## src/rtl/debug_trace_regs.vh

```
// register offsets, field positions, reset values and codes for the
// debug trace status and control block
// assumes a 32-bit apb slave, one register per aligned word
`ifndef DEBUG_TRACE_REGS_VH
`define DEBUG_TRACE_REGS_VH

// printed offsets are register indices; byte address is four times index
`define DEBUG_CONTROL_ONE_IDX 8'h20
`define DEBUG_STATUS_IDX 8'h21
`define TRACE_CONTROL_IDX 8'h22
`define TRACE_LINE_COUNT_IDX 8'h26
`define DEBUG_CONTROL_ONE_ADDR 12'h080
`define DEBUG_STATUS_ADDR 12'h084
`define TRACE_CONTROL_ADDR 12'h088
`define TRACE_LINE_COUNT_ADDR 12'h098

// field positions
`define SESSION_ENABLE_BIT 7
`define IMM_TRIGGER_BIT 6
`define BREAK_ENABLE_BIT 3
`define BUFFER_FULL_BIT 7
`define TRACE_REQUEST_BIT 6
`define TRACE_MODE_HI 3
`define TRACE_MODE_LO 2
`define TRIGGER_ALIGN_BIT 0

// reset values
`define DEBUG_STATUS_RST 8'h00
`define TRACE_CONTROL_RST 8'h00
`define DEBUG_CONTROL_ONE_RST 8'h00

// trace buffer size in lines
`define TRACE_LINES 7'h40

// sequencer state codes
`define SEQ_STATE0 3'h0
`define SEQ_STATE1 3'h1
`define SEQ_STATE2 3'h2
`define SEQ_STATE3 3'h3
`define SEQ_FINAL 3'h4

// trace modes
`define MODE_NORMAL 2'h0
`define MODE_LOOP_SUPPRESS 2'h1
`define MODE_DETAIL 2'h2
`define MODE_PC_ONLY 2'h3

`endif

```

## src/rtl/debug_trace_status_control.v

```verilog
// debug trace status and control: full flag, sequencer state, trace
// enable, trace mode and trigger alignment behind an apb slave
// assumes the core supplies comparator state requests, trace stores,
// secure level and breakpoint events on core_clk
//
// Summary of operation
// - set full flag after 64 stored lines
// - full flag means all 64 lines valid
// - writing session enable one clears full flag
// - full flag cleared only by power-on reset or arming
// - full flag mirrored at line count bit 7
// - state flags follow each sequencer transition
// - software disarm keeps last state flags
// - internal session end returns to state 0
// - arming forces state 1, flags 001
// - state codes 000 to 100, rest reserved
// - trace request writable only unsecured and disarmed
// - mode and alignment writable only when disarmed
// - trace request selects tracing on trigger
// - secured: trace request stays clear, no tracing
// - buffer reads only while trace request set
// - mode 00 stores change of flow
// - mode 01 suppresses redundant flow entries
// - mode 10 stores address and data
// - mode 11 stores program counter
// - alignment chooses trigger end or begin
// - session enable auto-cleared at session end
// - no trace request means no tracing
`include "debug_trace_regs.vh"
`timescale 1ns/100ps
`default_nettype none

module debug_trace_status_control #(
  parameter LINE_W = 6
)(
  input wire core_clk,
  input wire rstn,
  input wire por_n,
  input wire clk_en,
  // apb slave
  input wire psel,
  input wire penable,
  input wire pwrite,
  input wire [11:0] paddr,
  input wire [31:0] pwdata,
  output reg [31:0] prdata,
  output reg pready,
  output reg pslverr,
  // core side
  input wire secure_in,
  input wire [2:0] seq_next_state,
  input wire seq_advance,
  input wire session_end_event,
  input wire breakpoint_event,
  input wire trace_store,
  input wire redundant_entry,
  input wire buf_read_req,
  // outputs to comparators and trace storage
  output reg session_armed,
  output reg trace_enable,
  output reg [1:0] trace_mode_select,
  output reg trigger_alignment,
  output reg trace_write,
  output reg imm_trigger,
  output reg buf_read_enable,
  output reg all_lines_valid,
  output reg [LINE_W:0] trace_line_count
);

  // ==========================================================
  // secure input synchroniser
  reg sec_s1;
  reg sec_s2;
  reg sec_s3;
  reg secured;

  always @(posedge core_clk or negedge rstn)
  begin
    if (!rstn)
    begin
      sec_s1 <= 1'b1;
      sec_s2 <= 1'b1;
      sec_s3 <= 1'b1;
    end
    else if (clk_en)
    begin
      sec_s1 <= secure_in;
      sec_s2 <= sec_s1;
      sec_s3 <= sec_s2;
    end
  end

  // a change counts once the last two stages agree
  always @(posedge core_clk or negedge rstn)
  begin
    if (!rstn)
      secured <= 1'b1;
    else if (clk_en && sec_s2 == sec_s3)
      secured <= sec_s3;
  end

  // ==========================================================
  // bus decode
  wire acc = psel & penable & ~pready;
  wire wr = acc & pwrite;
  wire rd = acc & ~pwrite;

  function is_mapped;
    input [11:0] a;
    begin
      is_mapped = (a == `DEBUG_CONTROL_ONE_ADDR) ||
                  (a == `DEBUG_STATUS_ADDR) ||
                  (a == `TRACE_CONTROL_ADDR) ||
                  (a == `TRACE_LINE_COUNT_ADDR);
    end
  endfunction

  wire wr_ctl1 = wr & (paddr == `DEBUG_CONTROL_ONE_ADDR);
  wire wr_tcr = wr & (paddr == `TRACE_CONTROL_ADDR);
  wire arm_write = wr_ctl1 & pwdata[`SESSION_ENABLE_BIT];
  wire disarm_write = wr_ctl1 & ~pwdata[`SESSION_ENABLE_BIT];
  wire trig_write = wr_ctl1 & pwdata[`IMM_TRIGGER_BIT];
  wire tcr_open = wr_tcr & ~session_armed;

  // ==========================================================
  // control registers
  reg break_enable;
  reg [2:0] seq_flags;
  reg buffer_full_flag;
  reg begin_started;

  // internal end: sequence completes or breakpoint without tracing
  wire internal_end = session_armed & (session_end_event |
                      (breakpoint_event & ~trace_enable));

  // ==========================================================
  // session enable
  always @(posedge core_clk or negedge rstn)
  begin
    if (!rstn)
      session_armed <= 1'b0;
    else if (clk_en)
    begin
      if (wr_ctl1)
        session_armed <= pwdata[`SESSION_ENABLE_BIT];
      else if (internal_end)
        session_armed <= 1'b0;
    end
  end

  // ==========================================================
  // break enable, writable only while disarmed
  always @(posedge core_clk or negedge rstn)
  begin
    if (!rstn)
      break_enable <= 1'b0;
    else if (clk_en)
    begin
      if (wr_ctl1 && !session_armed)
        break_enable <= pwdata[`BREAK_ENABLE_BIT];
    end
  end

  // ==========================================================
  // immediate trigger pulse
  always @(posedge core_clk or negedge rstn)
  begin
    if (!rstn)
      imm_trigger <= 1'b0;
    else if (clk_en)
    begin
      // trigger ignored once begin-aligned tracing has started
      imm_trigger <= trig_write & trace_enable & ~secured &
                     ~begin_started;
    end
  end

  // ==========================================================
  // trace request
  always @(posedge core_clk or negedge rstn)
  begin
    if (!rstn)
      trace_enable <= 1'b0;
    else if (clk_en)
    begin
      if (secured)
        trace_enable <= 1'b0;
      else if (tcr_open)
        trace_enable <= pwdata[`TRACE_REQUEST_BIT];
    end
  end

  // ==========================================================
  // trace mode and trigger alignment
  always @(posedge core_clk or negedge rstn)
  begin
    if (!rstn)
    begin
      trace_mode_select <= `MODE_NORMAL;
      trigger_alignment <= 1'b0;
    end
    else if (clk_en)
    begin
      if (tcr_open)
      begin
        trace_mode_select <= pwdata[`TRACE_MODE_HI:`TRACE_MODE_LO];
        trigger_alignment <= pwdata[`TRIGGER_ALIGN_BIT];
      end
    end
  end

  // ==========================================================
  // state sequencer flags
  function is_legal_state;
    input [2:0] s;
    begin
      is_legal_state = (s <= `SEQ_FINAL);
    end
  endfunction

  always @(posedge core_clk or negedge rstn)
  begin
    if (!rstn)
      seq_flags <= `SEQ_STATE0;
    else if (clk_en)
    begin
      if (arm_write)
        seq_flags <= `SEQ_STATE1;
      else if (disarm_write)
        seq_flags <= seq_flags;
      else if (internal_end)
        seq_flags <= `SEQ_STATE0;
      else if (session_armed && seq_advance &&
               is_legal_state(seq_next_state))
        seq_flags <= seq_next_state;
    end
  end

  // ==========================================================
  // trace storage control
  wire tracing_on = session_armed & trace_enable & ~secured;
  // alignment 1 traces from trigger; 0 traces until trigger
  wire in_window = trigger_alignment ?
                   (seq_flags == `SEQ_FINAL) :
                   (seq_flags != `SEQ_FINAL);
  reg store_ok;

  always @*
  begin
    case (trace_mode_select)
      `MODE_NORMAL: store_ok = 1'b1;
      `MODE_LOOP_SUPPRESS: store_ok = ~redundant_entry;
      `MODE_DETAIL: store_ok = 1'b1;
      `MODE_PC_ONLY: store_ok = 1'b1;
      default: store_ok = 1'b0;
    endcase
  end

  wire do_store = tracing_on & in_window & trace_store & store_ok;

  always @(posedge core_clk or negedge rstn)
  begin
    if (!rstn)
      trace_write <= 1'b0;
    else if (clk_en)
      trace_write <= do_store;
  end

  // ==========================================================
  // stored line counter, cleared on arming
  always @(posedge core_clk or negedge rstn)
  begin
    if (!rstn)
      trace_line_count <= {(LINE_W+1){1'b0}};
    else if (clk_en)
    begin
      if (arm_write)
        trace_line_count <= {(LINE_W+1){1'b0}};
      else if (do_store)
        trace_line_count <= {1'b0, trace_line_count[LINE_W-1:0] +
                            {{(LINE_W-1){1'b0}}, 1'b1}};
    end
  end

  // ==========================================================
  // begin-aligned tracing has started
  always @(posedge core_clk or negedge rstn)
  begin
    if (!rstn)
      begin_started <= 1'b0;
    else if (clk_en)
    begin
      if (arm_write)
        begin_started <= 1'b0;
      else if (do_store)
        begin_started <= trigger_alignment;
    end
  end

  // full flag only sees power-on reset
  wire last_line = do_store &
                   (&trace_line_count[LINE_W-1:0]);

  always @(posedge core_clk or negedge por_n)
  begin
    if (!por_n)
      buffer_full_flag <= 1'b0;
    else if (clk_en)
    begin
      if (last_line)
        buffer_full_flag <= 1'b1;
      else if (arm_write)
        buffer_full_flag <= 1'b0;
    end
  end

  always @(posedge core_clk or negedge rstn)
  begin
    if (!rstn)
      all_lines_valid <= 1'b0;
    else if (clk_en)
      all_lines_valid <= buffer_full_flag | last_line;
  end

  // buffer reads need trace request, disarmed and unsecured
  always @(posedge core_clk or negedge rstn)
  begin
    if (!rstn)
      buf_read_enable <= 1'b0;
    else if (clk_en)
      buf_read_enable <= buf_read_req & trace_enable &
                         ~session_armed & ~secured;
  end

  // ==========================================================
  // read data mux, unused bits read zero
  reg [7:0] next_rdata;

  always @*
  begin
    case (paddr)
      `DEBUG_CONTROL_ONE_ADDR:
        next_rdata = {session_armed, 3'h0, break_enable, 3'h0};
      `DEBUG_STATUS_ADDR:
        next_rdata = {buffer_full_flag, 4'h0, seq_flags};
      `TRACE_CONTROL_ADDR:
        next_rdata = {1'b0, trace_enable, 2'h0, trace_mode_select, 1'b0,
                      trigger_alignment};
      `TRACE_LINE_COUNT_ADDR:
        next_rdata = {buffer_full_flag, {(7-LINE_W){1'b0}},
                      trace_line_count[LINE_W-1:0]};
      default:
        next_rdata = 8'h00;
    endcase
  end

  // ==========================================================
  // apb answer: one wait state, registered read data
  always @(posedge core_clk or negedge rstn)
  begin
    if (!rstn)
    begin
      pready <= 1'b0;
      pslverr <= 1'b0;
      prdata <= 32'h00000000;
    end
    else if (clk_en)
    begin
      pready <= acc;
      pslverr <= acc & ~is_mapped(paddr);
      prdata <= 32'h00000000;
      if (rd)
        prdata <= {24'h000000, next_rdata};
    end
  end

endmodule // debug_trace_status_control

`default_nettype wire

```

## config.mk

```make
export PLATFORM = sky130hd
export DESIGN_NAME = debug_trace_status_control
export DESIGN_NICKNAME = d
export VERILOG_FILES = /design/src/rtl/debug_trace_status_control.v
export VERILOG_INCLUDE_DIRS = /design/src /design/src/rtl
export SDC_FILE = /design/constraint.sdc
export NUM_CORES = 1
export LEC_CHECK = 0
export ABC_AREA = 1
export BUFFER_PORTS_ARGS = -buffer_cell sky130_fd_sc_hd__buf_2
export CORE_MARGIN = 1
export CORE_UTILIZATION = 49
export CTS_CLUSTER_DIAMETER = 60
export DETAILED_ROUTE_END_ITERATION = 10
export PLACE_DENSITY_LB_ADDON = 0.1
export REMOVE_ABC_BUFFERS = 1
export SLEW_MARGIN = 20
export SYNTH_ARGS = -nofsm -noshare
export SYNTH_HDL_FRONTEND = slang
export SYNTH_SLANG_ARGS = --single-unit
```

## constraint.sdc

```tcl
create_clock -name core_clk -period 2.3 [get_ports core_clk]
set_input_delay 0.345 -clock core_clk [delete_from_list [all_inputs] [get_ports core_clk]]
set_output_delay 0.345 -clock core_clk [all_outputs]
set_load 0.02 [all_outputs]
```

# ---- After elaboration in Yosys (flattened, before gate mapping)
# Cells that the tools add are included.
dict set report totals {
  regBits 60
  out_inout_bits 50
  word_cells 110
}
dict set report classes {
  addsub 1
  magnitude_cmp 1
  eq_ne 11
  n_mux 18
  n_bitwise 36
  n_reduce_logical 23
}
# cell n
set ops {}
lappend ops {{equality test 12 x 8 -> 1 bit, second input constant} 4}
lappend ops {{case mux 8 bit (4 select lines)} 1}
lappend ops {{AND 1 bit} 25}
lappend ops {{2-to-1 mux 7 bit} 2}
lappend ops {{2-to-1 mux 3 bit} 4}
lappend ops {{AND reduction 2 bit} 6}
lappend ops {{2-to-1 mux 1 bit} 9}
lappend ops {{inverter 1 bit} 9}
lappend ops {{2-to-1 mux 8 bit} 1}
lappend ops {{nonzero test 2 bit} 4}
lappend ops {{adder 6 x 1 -> 6 bit, second input constant} 1}
lappend ops {{AND reduction 6 bit} 1}
lappend ops {{equality test 2 bit, second input constant} 2}
lappend ops {{logical AND 1 bit} 4}
lappend ops {{equality test 3 bit, second input constant} 1}
lappend ops {{<= comparator 3 bit, second input constant} 1}
lappend ops {{logical OR 1 bit} 3}
lappend ops {{inequality test 3 bit, second input constant} 1}
lappend ops {{AND reduction 3 bit} 1}
lappend ops {{nonzero test 3 bit} 1}
lappend ops {{OR reduction 3 bit} 1}
lappend ops {{equality test 2 x 1 -> 1 bit, second input constant} 1}
lappend ops {{zero test 2 bit} 1}
lappend ops {{inequality test 2 bit, second input constant} 1}
lappend ops {{4 further kinds} 5}

# ---- Logic depth before layout (Yosys ltp)
dict set report logic_depth {
  depth_word 8
  mapped_depth 10
}

# ---- Worst setup path after synthesis
# OpenSTA, ideal clock, no wires.
dict set report synth_timing {
  path_type {register -> register}
  from {register pready}
  to {register trace_line_count[2]}
  setup_time_ns 0.118
  arrival_time_ns 1.294
  t_required_ns 2.182
  slack_ns 0.888
  path_stages_with_launch 9
  n_path_buf 0
  period_less_slack_ns 1.412
  path_cell_list {dfrtp_1 -> inv_2 -> nand3_1 -> nor2_1 -> nand4_1 -> nand2_1 -> nand2_2 -> nand2_1 -> nand2_1}
}
dict set report synth_via {
  elab_chain_len 7
}
# item line
set synth_rtl {}
lappend synth_rtl {{start: declaration} debug_trace_status_control.v:47} ;# output reg pready,
lappend synth_rtl {{start signal: assignment} debug_trace_status_control.v:363} ;# pready <= 1'b0;
lappend synth_rtl {{start signal: assignment} debug_trace_status_control.v:369} ;# pready <= acc;
lappend synth_rtl {{inverter 1 bit (*)} debug_trace_status_control.v:104} ;# wire acc = psel & penable & ~pready;
lappend synth_rtl {{AND 1 bit (*)} debug_trace_status_control.v:104}
lappend synth_rtl {{AND 1 bit (*)} debug_trace_status_control.v:105} ;# wire wr = acc & pwrite;
lappend synth_rtl {{AND 1 bit (*)} debug_trace_status_control.v:118} ;# wire wr_ctl1 = wr & (paddr == `DEBUG_CONTROL_ONE_ADDR);
lappend synth_rtl {{AND 1 bit (*)} debug_trace_status_control.v:120} ;# wire arm_write = wr_ctl1 & pwdata[`SESSION_ENABLE_BIT];
lappend synth_rtl {{nonzero test 2 bit (no line)} --}
lappend synth_rtl {{AND reduction 2 bit (no line)} --}
lappend synth_rtl {{end signal: assignment} debug_trace_status_control.v:274} ;# trace_line_count <= {(LINE_W+1){1'b0}};
lappend synth_rtl {{end signal: assignment} debug_trace_status_control.v:278} ;# trace_line_count <= {(LINE_W+1){1'b0}};
lappend synth_rtl {{end signal: assignment} debug_trace_status_control.v:280} ;# trace_line_count <= {1'b0, trace_line_count[LINE_W-1:0] +
lappend synth_rtl {{end: declaration} debug_trace_status_control.v:67} ;# output reg [LINE_W:0] trace_line_count
# Every way passes the cells marked *; elsewhere a longest branch is shown, timed or not.
# A chain may end at the register's enable or synchronous reset.

# ---- Final worst setup path
dict set report layout_timing {
  from {register pready}
  to {register trace_line_count[0]}
}
# Same word-level chain as after synthesis.

==> metrics.md <==
| Metric | Value |
|---|---|
| Outcome | complete, no violations |
| Number of placed instances, taps included | 400 |
| Placeable Area | between 4000 and 5000 sq um |
| Final net count | 420 |
| Share of layout cells above drive strength 1 | 24.51% |
| Gr usage total | between 20% and 30% |
| Mean Syn Cell Area | 7.184 sq um |
| CTS sink count | 35 |
| Routed via count | roughly 1,900 |
| Clock root cell | clkbuf_8 |
| WL met2 | roughly 2.1 mm |
| Row count | 23 |
| Register area share after synthesis | roughly two fifths |
| CTS tree | yes |
| Largest fanout on the critical path | 7 |
| Delay-heaviest family, CP | simple AND/OR/NAND/NOR gates |
| Slew Limit Fails | 0 |
| CTS max path bufs | 2 |
| Final setup skew | about 0.0021 ns |
| Worst path slowest cell | dfrtp_1 |
| Type of the worst setup path | flip-flop to flip-flop |
| Final cell count without fillers | 409 |
| TNS Setup | 0 ns |
| Antenna cells | 0 |
| DR DRC count | 0 |
| CP peak stage delay | approximately 0.38 ns |
| Power Density | 563.7 nW/um^2 |
| Buffers on Ports | a little under 60 |
| H-Tree Depth | 2 |
| Metal3 WL | 248 um |
| Ys Warns | 0 |
| GP Congestion | 0.8089 |
| CTS clk-pin slew, worst paths | approximately 0.060 ns |
| Actual slew at the worst max-slew pin | 0.7407 ns |
| Synthesized instance count | 294 |
| Leakage | 1.455 nW |
| Most common cell after layout, fill and taps aside | nand2_1 |
| Relative slew slack | between 50% and 60% |
| Fmax achieved | 623.6 MHz |
| Initial drt markers | 100 |
| IO Pins | 111 |
| Share of the cycle needed by the critical path after routing | a little over two thirds |
| Number of vias per cell | 4.741 |
| Largest net degree at the start of global routing | 35 |
| WL per Instance | around 11 um |
| Total CTS buffers | 5 |
| HPWL after DPL | between 3 and 4 mm |
| Crit path top cell by count | nand2_1 |
| Highest routed layer | met4 |
| # Post-CTS Setup Buffers | 0 |
| Critical path, cell by cell | inv_2, nand3_1, nor2_1, nand4_1, nand2_1, nand2_2, nand2_1, nand2_1 |
| First-pass GRT wire length | 7.431 mm |
| Gr ovfl total | 0 |
| Antenna violations before repair | 0 |
| CP required | 2.48 ns |
| Starting Density | between 50% and 60% |
| Crit path buf inv count | 1 |
| HP Class | primary input to async pin |
| Total wire length | between 4 and 5 mm |
| Most frequent cells in the layout | nand2_1, buf_2, dfrtp_1 |
| Die Span Y | a little under 70 um |
| RSZ-0062 raised after global routing | no |
| Startpoint Class | flip-flop |
| DRT Pass-1 Iters | 4 |
| Met1 wire length | 2.164 mm |
| Yosys cell types | 25 |
| Die Span X | 67.65 um |
| Worst EP arrival | roughly 1.8 ns |
| Later-pin clock latency in the skew report | 0.29 ns |
| # setup viols final | 0 |
| Final hold vios | 0 |
| #FFs+latches synth | 35 |
| Max cap viols | 0 |
| Post-Syn Area | approximately 2100 sq um |
| Fillers | 407 |
| Area grow syn2layout | 17.24% |
| Post-layout min period | 1.604 ns |
| Vias in the first global route | 1,675 |
| Endpoint type of the worst setup path | flip-flop |
| Peak VDD IR | around 0.00042 V |
| Antenna-violating nets left | 0 |
| DIE AREA | 4577 sq um |
## worst reg2reg max path: stages, from the launching register on
cell and delay, ns:
dfrtp_1 0.38, inv_2 0.06, nand3_1 0.06, nor2_1 0.25
nand4_1 0.32, nand2_1 0.17, nand2_2 0.12, nand2_1 0.08
nand2_1 0.05
## final cells by class
type / count / area [sq um] / share of cell area (%)
clock buffers: 8 / 100.1 / 4.042
inverters: 34 / 127.6 / 5.154
multi-input cells: 222 / 997.2 / 40.27
flip-flops and latches: 35 / 880.8 / 35.57
well taps: 50 / 62.56 / 2.527
repair buffers: 60 / 307.8 / 12.43
## metal layers
layer	global-route usage [%]	vias to the layer above
met3	7.095	6
li1	-	1000
met2	35.15	61
met4	6.915	0
met1	29.28	872
met5	0	-
## kinds of logic after synthesis
logic type | Yosys count | share of synthesized area [%]
buffers and inverters | 61 | 15.34
AOI/OAI and AO/OA | 18 | 4.502
and+or+nand+nor | 174 | 36.02
DFF | 35 | 41.71
adders and majority gates | 1 | 0.5923
xor gates and xnor gates | 4 | 1.659
other | 1 | 0.1776
## power by group
group	total, W	internal, W	leakage, nW	switching, W
combinational	0.000217	0.0000690	0.952	0.000148
clock	0.000483	0.000273	0.0515	0.000210
sequential	0.000695	0.000660	0.452	0.0000358
total	0.00140	0.00100	1.45	0.000394
## flip-flops by register name, summed over array words and instances (netlist names), 2 cells and up
name	cells
trace_mode_select	2
prdata	8
trace_line_count	6
seq_flags	3
## cell usage after synthesis
library cell  count  area, sq um
nand4_2           1        12.51
nand3_1          24        120.1
dfstp_2           4        105.1
nor3_1            1        5.000
o21ai_0           7        35.03
nand2_1         101        379.1
ha_1              1        12.51
nand4_1           7        43.79
inv_1            26        97.59
nor2_4            1        11.26
nor3_2            2        20.02
dfrtp_1          31        775.7
nand2_2           2        12.51
clkbuf_1          1        3.750
inv_2             8        30.03
conb_1            1        3.750
nor2_2            4        25.02
o21ai_1           5        25.02
a32o_1            1        10.01
buf_2             1        5.000
nor2_1           27        101.4
xor2_1            4        35.03
nand3b_1          4        30.03
a21oi_1           5        25.02
buf_4            25        187.7
## stage by stage
step	utilization, %	hold slack (ns)	cell area, sq um	total power (W)	worst slack [ns]
floorplan	-	0.04941	2006	0.0008387	0.8895
global placement	58.31	0.1261	2366	0.0009210	0.6954
detailed placement	58.31	0.1228	2366	0.0009237	0.6802
CTS	61.02	0.1469	2476	0.001408	0.6795
global route	61.02	0.1720	2476	0.001472	0.5039
finish	61.02	0.1135	2476	0.001396	0.6964
## what timing repair did
action | CTS | global route
hold buffers | 1 | 0
gates resized for setup | 0 | 0
endpoints found under the hold margin | 1 | 0
## worst paths after layout
check | slack (ns) | endpoint | start | depth (start not counted)
min in group core_clk | 0.25 | sec_s1 | secure_in | 3
max | 0.70 | trace_line_count[0] | pready | 8
min | 0.11 | prdata[7] | rstn | 1
min reg2reg | 0.46 | sec_s2 | sec_s2 | 2
max in group asynchronous | 1.71 | trace_line_count[1] | rstn | 1
max reg2reg | 0.70 | trace_line_count[0] | pready | 8
Power figures use the tool's default switching activity.
